$ cat src/core/sarcc_pkg.sv
// constants, types and register map of the successive-approximation converter control
package sarcc_pkg;

  // ---------------------------------------------------------------------------
  // register map: word index, byte address is four times the index
  // ---------------------------------------------------------------------------
  localparam logic [2:0] SARCC_IDX_SELECT   = 3'h0;
  localparam logic [2:0] SARCC_IDX_CONTROL  = 3'h1;
  localparam logic [2:0] SARCC_IDX_RES_LOW  = 3'h2;
  localparam logic [2:0] SARCC_IDX_RES_HIGH = 3'h3;

  // ---------------------------------------------------------------------------
  // field positions
  // ---------------------------------------------------------------------------
  localparam int SARCC_SEL_REF_HI  = 7;
  localparam int SARCC_SEL_REF_LO  = 6;
  localparam int SARCC_SEL_LEFT    = 5;
  localparam int SARCC_SEL_IN_HI   = 3;
  localparam int SARCC_CTL_ON      = 7;
  localparam int SARCC_CTL_GO      = 6;
  localparam int SARCC_CTL_FREE    = 5;
  localparam int SARCC_CTL_FLAG    = 4;
  localparam int SARCC_CTL_IE      = 3;
  localparam int SARCC_CTL_DIV_HI  = 2;

  // ---------------------------------------------------------------------------
  // values after reset
  // ---------------------------------------------------------------------------
  localparam logic [7:0] SARCC_SEL_RST    = 8'h00;
  localparam logic [7:0] SARCC_CTL_RST    = 8'h00;
  localparam logic [9:0] SARCC_RESULT_RST = 10'h000;
  localparam logic [6:0] SARCC_PRE_RST    = 7'h00;

  // ---------------------------------------------------------------------------
  // converter clock cycle counts, result width and first trial bit
  // ---------------------------------------------------------------------------
  localparam logic [4:0] SARCC_NORMAL_CYCLES = 5'h0D;
  localparam logic [4:0] SARCC_FIRST_CYCLES  = 5'h19;
  localparam logic [4:0] SARCC_HOLD_NORMAL   = 5'h01;
  localparam logic [4:0] SARCC_HOLD_FIRST    = 5'h0D;
  localparam logic [4:0] SARCC_RES_BITS      = 5'h0A;
  localparam logic [9:0] SARCC_SAR_MSB       = 10'h200;

  // ---------------------------------------------------------------------------
  // channel and reference codes
  // ---------------------------------------------------------------------------
  localparam logic [3:0] SARCC_CH_LAST_PIN = 4'h7;
  localparam logic [3:0] SARCC_CH_BANDGAP  = 4'hE;
  localparam logic [3:0] SARCC_CH_GROUND   = 4'hF;
  localparam logic [1:0] SARCC_REF_PIN     = 2'h0;
  localparam logic [1:0] SARCC_REF_SUPPLY  = 2'h1;
  localparam logic [1:0] SARCC_REF_RSVD    = 2'h2;
  localparam logic [1:0] SARCC_REF_INT     = 2'h3;

  // ---------------------------------------------------------------------------
  // types
  // ---------------------------------------------------------------------------
  typedef enum logic [1:0] {
    SARCC_IDLE    = 2'h0,
    SARCC_ARMED   = 2'h1,
    SARCC_CONVERT = 2'h3
  } sarcc_state_e;

  typedef struct packed {
    logic [1:0] reference_select;
    logic [3:0] input_select;
    logic       input_connect;
  } sarcc_route_s;

endpackage : sarcc_pkg

$ cat src/core/sarcc_top.sv
// control, timing and result logic of the successive-approximation converter
// How it works
// - binary search gives code vin*1024/vref
// - reference field picks pin, supply, internal
// - channel and reference locked during conversion
// - justify bit reshapes result view immediately
// - input field picks pin, bandgap, ground
// - enable on; clearing it aborts conversion
// - write one to go starts; zero ignored
// - first conversion 25 cycles, later 13
// - go bit reads one while converting
// - free run converts continuously until cleared
// - done flag set at every completion
// - flag cleared by vector or one written
// - interrupt when flag, enable, global set
// - prescaler divides by two up to 128
// - low byte read locks until high read
// - right or left byte layout, zeros elsewhere
// - start on next converter clock rising edge
// - sample at 1.5 or 13.5 cycles
// - free run restarts at completion, single stops
`timescale 1ns/10ps
module sarcc_top
  import sarcc_pkg::*;
(
  input  wire logic               i_core_clk,
  input  wire logic               i_sys_rst,
  input  wire logic               i_clk_en,
  input  wire logic [4:0]         i_avs_address,
  input  wire logic               i_avs_read,
  input  wire logic               i_avs_write,
  input  wire logic [31:0]        i_avs_writedata,
  input  wire logic [3:0]         i_avs_byteenable,
  output      logic [31:0]        o_avs_readdata,
  output      logic               o_avs_waitrequest,
  input  wire logic               i_global_irq_en,
  input  wire logic               i_irq_ack,
  input  wire logic               i_comparator,
  output      logic               o_irq,
  output      logic               o_converter_on,
  output      logic               o_sample_hold,
  output      logic [9:0]         o_dac_code,
  output      sarcc_route_s       o_route
);

  // ---------------------------------------------------------------------------
  // declarations
  // ---------------------------------------------------------------------------
  logic         wait_q;
  logic [31:0]  rdata_q;
  logic [1:0]   ref_q;
  logic         left_q;
  logic [3:0]   in_q;
  logic         on_q;
  logic         free_q;
  logic         flag_q;
  logic         ie_q;
  logic [2:0]   div_q;
  logic         irq_q;
  logic [6:0]   pre_q;
  logic [6:0]   div_m1;
  logic         rise_w;
  logic         fall_w;
  sarcc_state_e state_q;
  logic [4:0]   cyc_q;
  logic         long_q;
  logic         first_q;
  logic [9:0]   sar_q;
  logic [9:0]   sar_next;
  logic [9:0]   trial_bit;
  logic [4:0]   bit_idx;
  logic [4:0]   len_w;
  logic [4:0]   hold_w;
  logic [4:0]   bs_w;
  logic         hold_q;
  logic [9:0]   result_q;
  logic         lock_q;
  sarcc_route_s route_q;
  logic         cmp_s1;
  logic         cmp_s2;
  logic         cmp_s3;
  logic         cmp_q;
  logic [2:0]   idx_w;
  logic         capture;
  logic         accept;
  logic         wr_sel;
  logic         wr_ctl;
  logic         rd_low;
  logic         rd_high;
  logic         go_write;
  logic         abort_w;
  logic         done_evt;
  logic [7:0]   sel_view;
  logic [7:0]   ctl_view;
  logic [7:0]   low_view;
  logic [7:0]   high_view;
  logic [7:0]   rd_mux;

  // ---------------------------------------------------------------------------
  // bus decode
  // ---------------------------------------------------------------------------
  assign idx_w    = i_avs_address[4:2];
  assign capture  = (i_avs_read | i_avs_write) & wait_q & i_clk_en;
  assign accept   = (i_avs_read | i_avs_write) & ~wait_q & i_clk_en;
  assign wr_sel   = accept & i_avs_write & i_avs_byteenable[0] & (idx_w == SARCC_IDX_SELECT);
  assign wr_ctl   = accept & i_avs_write & i_avs_byteenable[0] & (idx_w == SARCC_IDX_CONTROL);
  assign rd_low   = capture & i_avs_read & (idx_w == SARCC_IDX_RES_LOW);
  assign rd_high  = capture & i_avs_read & (idx_w == SARCC_IDX_RES_HIGH);
  assign go_write = wr_ctl & i_avs_writedata[SARCC_CTL_GO] & i_avs_writedata[SARCC_CTL_ON];
  assign abort_w  = wr_ctl & ~i_avs_writedata[SARCC_CTL_ON];

  // ---------------------------------------------------------------------------
  // register views
  // ---------------------------------------------------------------------------
  assign sel_view = {ref_q, left_q, 1'b0, in_q};
  assign ctl_view = {on_q, (state_q != SARCC_IDLE), free_q, flag_q, ie_q, div_q};
  assign low_view  = left_q ? {result_q[1:0], 6'h00} : result_q[7:0];
  assign high_view = left_q ? result_q[9:2] : {6'h00, result_q[9:8]};

  always_comb begin
    unique case (idx_w)
      SARCC_IDX_SELECT:   rd_mux = sel_view;
      SARCC_IDX_CONTROL:  rd_mux = ctl_view;
      SARCC_IDX_RES_LOW:  rd_mux = low_view;
      SARCC_IDX_RES_HIGH: rd_mux = high_view;
      default:            rd_mux = 8'h00;
    endcase
  end

  // ---------------------------------------------------------------------------
  // bus handshake: one wait cycle, data captured on the first edge
  // ---------------------------------------------------------------------------
  always_ff @(posedge i_core_clk) begin
    if (i_sys_rst) begin
      wait_q  <= 1'b1;
      rdata_q <= 32'h0000_0000;
    end else if (i_clk_en) begin
      wait_q <= ~capture;
      if (capture) begin
        rdata_q <= {24'h00_0000, rd_mux};
      end
    end
  end

  // ---------------------------------------------------------------------------
  // channel and reference select register
  // ---------------------------------------------------------------------------
  always_ff @(posedge i_core_clk) begin
    if (i_sys_rst) begin
      ref_q  <= SARCC_SEL_RST[SARCC_SEL_REF_HI:SARCC_SEL_REF_LO];
      left_q <= SARCC_SEL_RST[SARCC_SEL_LEFT];
      in_q   <= SARCC_SEL_RST[SARCC_SEL_IN_HI:0];
    end else if (i_clk_en && wr_sel) begin
      ref_q  <= i_avs_writedata[SARCC_SEL_REF_HI:SARCC_SEL_REF_LO];
      left_q <= i_avs_writedata[SARCC_SEL_LEFT];
      in_q   <= i_avs_writedata[SARCC_SEL_IN_HI:0];
    end
  end

  // ---------------------------------------------------------------------------
  // control register fields
  // ---------------------------------------------------------------------------
  always_ff @(posedge i_core_clk) begin
    if (i_sys_rst) begin
      on_q   <= SARCC_CTL_RST[SARCC_CTL_ON];
      free_q <= SARCC_CTL_RST[SARCC_CTL_FREE];
      ie_q   <= SARCC_CTL_RST[SARCC_CTL_IE];
      div_q  <= SARCC_CTL_RST[SARCC_CTL_DIV_HI:0];
    end else if (i_clk_en && wr_ctl) begin
      on_q   <= i_avs_writedata[SARCC_CTL_ON];
      free_q <= i_avs_writedata[SARCC_CTL_FREE];
      ie_q   <= i_avs_writedata[SARCC_CTL_IE];
      div_q  <= i_avs_writedata[SARCC_CTL_DIV_HI:0];
    end
  end

  // ---------------------------------------------------------------------------
  // done flag and interrupt request
  // ---------------------------------------------------------------------------
  always_ff @(posedge i_core_clk) begin
    if (i_sys_rst) begin
      flag_q <= SARCC_CTL_RST[SARCC_CTL_FLAG];
    end else if (i_clk_en) begin
      if (done_evt) begin
        flag_q <= 1'b1;
      end else if (i_irq_ack || (wr_ctl && i_avs_writedata[SARCC_CTL_FLAG])) begin
        flag_q <= 1'b0;
      end
    end
  end

  always_ff @(posedge i_core_clk) begin
    if (i_sys_rst) begin
      irq_q <= 1'b0;
    end else if (i_clk_en) begin
      irq_q <= flag_q & ie_q & i_global_irq_en;
    end
  end

  // ---------------------------------------------------------------------------
  // prescaler
  // ---------------------------------------------------------------------------
  always_comb begin
    logic [7:0] full;
    full = 8'h01 << div_q;
    if (div_q <= 3'h1) begin
      div_m1 = 7'h01;
    end else begin
      div_m1 = 7'(full - 8'h01);
    end
  end

  assign rise_w = on_q & (pre_q >= div_m1) & i_clk_en;
  assign fall_w = on_q & (pre_q == (div_m1 >> 1)) & i_clk_en;

  always_ff @(posedge i_core_clk) begin
    if (i_sys_rst) begin
      pre_q <= SARCC_PRE_RST;
    end else if (i_clk_en) begin
      if (!on_q || rise_w) begin
        pre_q <= SARCC_PRE_RST;
      end else begin
        pre_q <= pre_q + 7'h01;
      end
    end
  end

  // ---------------------------------------------------------------------------
  // comparator synchroniser
  // ---------------------------------------------------------------------------
  always_ff @(posedge i_core_clk) begin
    if (i_sys_rst) begin
      cmp_s1 <= 1'b0;
      cmp_s2 <= 1'b0;
      cmp_s3 <= 1'b0;
      cmp_q  <= 1'b0;
    end else if (i_clk_en) begin
      cmp_s1 <= i_comparator;
      cmp_s2 <= cmp_s1;
      cmp_s3 <= cmp_s2;
      if (cmp_s2 == cmp_s3) begin
        cmp_q <= cmp_s3;
      end
    end
  end

  // ---------------------------------------------------------------------------
  // conversion sequencing
  // ---------------------------------------------------------------------------
  assign len_w    = long_q ? SARCC_FIRST_CYCLES : SARCC_NORMAL_CYCLES;
  assign hold_w   = long_q ? SARCC_HOLD_FIRST : SARCC_HOLD_NORMAL;
  assign bs_w     = len_w - SARCC_RES_BITS;
  assign bit_idx  = cyc_q - bs_w;
  assign trial_bit = SARCC_SAR_MSB >> bit_idx;
  assign sar_next = (cmp_q ? sar_q : (sar_q & ~trial_bit)) | (trial_bit >> 1);
  assign done_evt = (state_q == SARCC_CONVERT) & rise_w & ~abort_w
                    & (cyc_q == (len_w - 5'h01));

  always_ff @(posedge i_core_clk) begin
    if (i_sys_rst) begin
      first_q <= 1'b0;
    end else if (i_clk_en) begin
      if (wr_ctl && i_avs_writedata[SARCC_CTL_ON] && !on_q) begin
        first_q <= 1'b1;
      end else if (state_q == SARCC_ARMED && rise_w) begin
        first_q <= 1'b0;
      end
    end
  end

  always_ff @(posedge i_core_clk) begin
    if (i_sys_rst) begin
      state_q <= SARCC_IDLE;
      cyc_q   <= 5'h00;
      long_q  <= 1'b0;
      sar_q   <= 10'h000;
      hold_q  <= 1'b0;
    end else if (i_clk_en) begin
      hold_q <= 1'b0;
      if (abort_w || (!on_q && !go_write)) begin
        state_q <= SARCC_IDLE;
        cyc_q   <= 5'h00;
      end else begin
        unique case (state_q)
          SARCC_IDLE: begin
            if (go_write) begin
              state_q <= SARCC_ARMED;
            end
          end
          SARCC_ARMED: begin
            if (rise_w) begin
              state_q <= SARCC_CONVERT;
              cyc_q   <= 5'h00;
              long_q  <= first_q;
            end
          end
          SARCC_CONVERT: begin
            if (fall_w && cyc_q == hold_w) begin
              hold_q <= 1'b1;
            end
            if (rise_w) begin
              if (cyc_q == bs_w - 5'h01) begin
                sar_q <= SARCC_SAR_MSB;
              end else if (cyc_q >= bs_w) begin
                sar_q <= sar_next;
              end
              if (done_evt) begin
                cyc_q  <= 5'h00;
                long_q <= 1'b0;
                if (!free_q) begin
                  state_q <= SARCC_IDLE;
                end
              end else begin
                cyc_q <= cyc_q + 5'h01;
              end
            end
          end
          default: begin
            state_q <= SARCC_IDLE;
          end
        endcase
      end
    end
  end

  // ---------------------------------------------------------------------------
  // result register and read lock
  // ---------------------------------------------------------------------------
  always_ff @(posedge i_core_clk) begin
    if (i_sys_rst) begin
      lock_q <= 1'b0;
    end else if (i_clk_en) begin
      if (rd_low) begin
        lock_q <= 1'b1;
      end else if (rd_high) begin
        lock_q <= 1'b0;
      end
    end
  end

  always_ff @(posedge i_core_clk) begin
    if (i_sys_rst) begin
      result_q <= SARCC_RESULT_RST;
    end else if (i_clk_en && done_evt && !lock_q) begin
      result_q <= sar_next;
    end
  end

  // ---------------------------------------------------------------------------
  // applied channel and reference
  // ---------------------------------------------------------------------------
  always_ff @(posedge i_core_clk) begin
    if (i_sys_rst) begin
      route_q <= '0;
    end else if (i_clk_en && (state_q != SARCC_CONVERT || done_evt)) begin
      route_q.reference_select <= ref_q;
      route_q.input_select     <= in_q;
      route_q.input_connect    <= (in_q <= SARCC_CH_LAST_PIN) || (in_q >= SARCC_CH_BANDGAP);
    end
  end

  // ---------------------------------------------------------------------------
  // outputs
  // ---------------------------------------------------------------------------
  assign o_avs_readdata    = rdata_q;
  assign o_avs_waitrequest = wait_q;
  assign o_irq             = irq_q;
  assign o_converter_on    = on_q;
  assign o_sample_hold     = hold_q;
  assign o_dac_code        = sar_q;
  assign o_route           = route_q;
endmodule // sarcc_top

$ cat config.mk
export PLATFORM = sky130hd
export DESIGN_NAME = sarcc_top
export DESIGN_NICKNAME = d
export VERILOG_FILES = /design/src/core/sarcc_pkg.sv /design/src/core/sarcc_top.sv
export SDC_FILE = /design/constraint.sdc
export NUM_CORES = 1
export LEC_CHECK = 0
export BUFFER_PORTS_ARGS = -buffer_cell sky130_fd_sc_hd__clkbuf_2
export CAP_MARGIN = 20
export CORE_UTILIZATION = 50
export CTS_BUF_LIST = sky130_fd_sc_hd__clkbuf_16
export DETAILED_ROUTE_END_ITERATION = 6
export PLACE_DENSITY_LB_ADDON = 0.15
export SLEW_MARGIN = 20
export SYNTH_ARGS = -nofsm -noshare
export SYNTH_HDL_FRONTEND = slang
export SYNTH_SLANG_ARGS = --single-unit
$ cat constraint.sdc
create_clock -name i_core_clk -period 6.82 [get_ports i_core_clk]
set_input_delay 0 -clock i_core_clk [delete_from_list [all_inputs] [get_ports i_core_clk]]
set_output_delay 0 -clock i_core_clk [all_outputs]
set_load 0.02 [all_outputs]
==> metrics.txt <==
# TYPE chip_impl_metric gauge
chip_impl_info{name="status",value="finished, final reports clean"} 1
chip_impl_metric{name="final-hold-violation-count",unit=""} 0
chip_impl_info{name="cts_tree",value="yes"} 1
chip_impl_metric{name="initialDrtViolationCount",unit=""} 276
chip_impl_metric{name="synthesis.area",unit="um2"} 4110
chip_impl_info{name="timing.critical_path.to_type",value="flop"} 1
chip_impl_metric{name="floorplan.initialDensity",unit="%"} 52.4
chip_impl_metric{name="drt-vias-per-instance",unit=""} 5.69
chip_impl_metric{name="vias_in_the_first_global_route",unit=""} 3280
chip_impl_metric{name="post_synth_cell_types",unit=""} 57
chip_impl_metric{name="routed-via-count",unit=""} 3630
chip_impl_info{name="yosys-top-cells-area",value="dfxtp_1 36%, ha_1 5.2%, buf_4 4.6%, nand2_1 4.3%, nor2_1 4.2%"} 1
chip_impl_metric{name="synth.yosys.seq_area_share",unit="%"} 35.5
chip_impl_metric{name="post_synth.cell_area_avg",unit="um2"} 8.39
chip_impl_metric{name="clock_path_buffers",unit=""} 2
chip_impl_metric{name="p_per_area",unit="nW/um2"} 204
chip_impl_info{name="setup_repair_after_global_routing_missed_its_margin",value="false"} 1
chip_impl_metric{name="critical_path_peak_fanout",unit=""} 10
chip_impl_metric{name="grt_overflow",unit=""} 0
chip_impl_metric{name="numPlacedInstances",unit=""} 613
chip_impl_metric{name="io_buffers",unit=""} 48
chip_impl_metric{name="final.period_utilization",unit="%"} 55.4
chip_impl_metric{name="layout-drive-gt1-share",unit="%"} 15.1
chip_impl_metric{name="grt_start_max_net_pins",unit=""} 54
chip_impl_metric{name="placementRows",unit=""} 32
chip_impl_metric{name="power.static_leakage",unit="nW"} 1.85
chip_impl_metric{name="firstDrtPassIters",unit=""} 4
chip_impl_info{name="cp-start-kind",value="flop"} 1
chip_impl_metric{name="critPathArrivalTime",unit="ns"} 4.00
chip_impl_metric{name="slew_headroom",unit="%"} 42.1
chip_impl_metric{name="ys_ff_latch",unit=""} 73
chip_impl_info{name="hold_path.class",value="input port to flop"} 1
chip_impl_metric{name="final_cell_count_no_fill",unit=""} 638
chip_impl_metric{name="track_usage",unit="%"} 24.5
chip_impl_metric{name="clk-insertion-delay-late",unit="ns"} 0.33
chip_impl_metric{name="clock_skew",unit="ns"} 0.00703
chip_impl_info{name="criticalPathCategory",value="flop to flop"} 1
chip_impl_metric{name="cts.sinks",unit=""} 73
chip_impl_metric{name="fp.dieArea",unit="um2"} 8590
chip_impl_metric{name="antenna_left",unit=""} 0
chip_impl_metric{name="design.portCount",unit=""} 102
chip_impl_metric{name="tightestPinTransition",unit="ns"} 0.861
chip_impl_info{name="root_buffer",value="clkbuf_16"} 1
chip_impl_metric{name="worst_ep_required_time",unit="ns"} 7.04
chip_impl_info{name="synth_largest_area_cell",value="dfxtp_1"} 1
chip_impl_metric{name="vdd_ir_drop_max",unit="uV"} 117
chip_impl_metric{name="place_congestion",unit=""} 0.858
chip_impl_metric{name="placed_instance_area",unit="um2"} 4280
chip_impl_metric{name="grt_first_pass_wirelength",unit="um"} 16500
chip_impl_metric{name="antennaDiodeCount",unit=""} 0
chip_impl_metric{name="stdcell_area",unit="um2"} 4660
chip_impl_metric{name="setup_tns",unit="ns"} 0
chip_impl_metric{name="max_h_tree_level",unit=""} 3
chip_impl_metric{name="postLayoutCoreUtil",unit="%"} 59.4
chip_impl_metric{name="max_freq",unit="MHz"} 265
chip_impl_info{name="yosys_most_used_dff",value="dfxtp_1"} 1
chip_impl_metric{name="grt_antenna_before_repair",unit=""} 0
chip_impl_metric{name="area_growth_syn_to_layout",unit="%"} 13.5
chip_impl_metric{name="tritoncts.num_buffers",unit=""} 9
chip_impl_metric{name="num-nets-final",unit=""} 597
chip_impl_metric{name="synth_enable_flop_cells",unit=""} 0
chip_impl_metric{name="cts.clk_slew.worst_paths",unit="ns"} 0.06
chip_impl_metric{name="core-area",unit="um2"} 7850
chip_impl_metric{name="cts-hold-fix-buffers",unit=""} 9
chip_impl_metric{name="wl_per_cell",unit="um"} 15.7
chip_impl_metric{name="hpwl_after_dpl",unit="um"} 7190
chip_impl_metric{name="die_height",unit="um"} 92.7
chip_impl_metric{name="async_reset_ff_share",unit="%"} 0
chip_impl_metric{name="setup_viol",unit=""} 0
chip_impl_metric{name="report.final.slew_viol_count",unit=""} 0
chip_impl_metric{name="post_cts.repair.setup_buffers",unit=""} 0
chip_impl_metric{name="drv.max_cap_violation_count",unit=""} 0
chip_impl_metric{name="postCtsResizedCells",unit=""} 0
chip_impl_metric{name="chipWidth",unit="um"} 92.7
chip_impl_metric{name="yosys_warnings",unit=""} 0
chip_impl_metric{name="layout_min_cycle_time",unit="ns"} 3.78
chip_impl_metric{name="total_detailed_routing_wirelength",unit="um"} 10000
chip_impl_metric{name="yosys.area.top_type_share",unit="%"} 35.5
chip_impl_metric{name="fillcell_total",unit=""} 723
chip_impl_metric{name="drt_drc_violations_left",unit=""} 0
chip_impl_metric{name="synth_cells",unit=""} 490
[routing by layer]
metal | wire length, um | part of all wire, % | up-vias | global-route usage [%]
li1 | - | - | 1792 | -
met5 | 0 | 0 | - | 0
met3 | 539 | 5.4 | 7 | 4.19
met4 | 59 | 0.59 | 0 | 5.38
met1 | 4710 | 47 | 1736 | 35.1
met2 | 4720 | 47 | 95 | 38.4
[worst max-delay path, stage by stage (launching register included)]
cell and delay (ns):
dfxtp_1 0.41, or3_1 0.41, ha_1 0.23, or2_2 0.29, o21ai_0 0.18, a22oi_1 0.14
ha_1 0.31, o21ai_0 0.11, o31a_1 0.40, or4b_4 0.63, and2_1 0.29, a22o_1 0.27
[final cells by class]
| cell class | instances | area, um2 | share of cell area [%] |
|---|---|---|---|
| multi-input cells | 377 | 2400 | 51.5 |
| repair buffers | 58 | 338 | 7.24 |
| inverters | 12 | 45.0 | 0.966 |
| well taps | 102 | 128 | 2.74 |
| flip-flops and latches | 73 | 1460 | 31.3 |
| clock buffers | 9 | 225 | 4.83 |
| clock inverters | 7 | 63.8 | 1.37 |
[logic make-up after synthesis]
logic type,share of synthesized area [%]
AO/OA/AOI/OAI,21.2
XOR/XNOR,3.83
adder cells (fa/ha/maj),5.17
buffers and inverters,8.22
flip-flops,35.5
multiplexers,4.84
other,0.183
AND/OR/NAND/NOR,21.0
[cell usage in the layout (no fill, tap or decap), drive strengths merged, types with 7 or more instances in the layout]
cell type    count
inv             14
nor2b           11
conb            25
nand4           11
and2             7
o21ai           31
dlygate4sd3      9
mux2i           12
a21oi           27
dfxtp           73
clkbuf          57
ha              17
nor2            46
nand2           47
a22o            13
nand3           16
a211oi           7
a22oi           12
xor2            12
[worst paths after layout]
| kind | startpoint | to | slack [ns] | depth (start not counted) |
|---|---|---|---|---|
| max | div_q[2] | o_dac_code[5] | 3.04 | 11 |
| min | i_irq_ack | flag_q | 0.03 | 4 |
| min reg2reg | cmp_s3 | cmp_q | 0.46 | 2 |
| max reg2reg | div_q[2] | o_dac_code[5] | 3.04 | 11 |
[metrics by stage]
step	setup WS, ns	hold WS (ns)	total power, mW
after floorplan	3.24	0.140	0.490
after global placement	3.07	0.238	0.494
after detailed placement	2.98	0.251	0.495
after CTS	2.96	0.0224	0.957
after global routing	2.88	0.0484	0.983
final	3.04	0.0337	0.951
[cell usage after synthesis, types with 13 or more instances]
| master | count |
|---|---|
| dfxtp_1 | 73 |
| nand2_1 | 47 |
| nor2_1 | 46 |
| o21ai_0 | 29 |
| a21oi_1 | 27 |
| buf_4 | 25 |
| clkbuf_1 | 21 |
| ha_1 | 17 |
| nand3_1 | 16 |
| a22o_1 | 13 |
[state kept, by name (all words and copies together) (netlist names), 2 cells and up]
| name | flops |
|---|---|
| pre_q | 7 |
| o_avs_readdata | 8 |
| div_q | 3 |
| o_dac_code | 10 |
| ref_q | 2 |
| result_q | 10 |
| in_q | 4 |
| o_route | 7 |
| cyc_q | 5 |
| state_q | 2 |
[power breakdown]
part	leakage [nW]	internal, mW	switching (mW)	total (mW)
registers	0.589	0.429	0.00202	0.431
logic	1.11	0.0161	0.0431	0.0592
clock network	0.148	0.280	0.181	0.461
(Power assumes the default switching activity.)
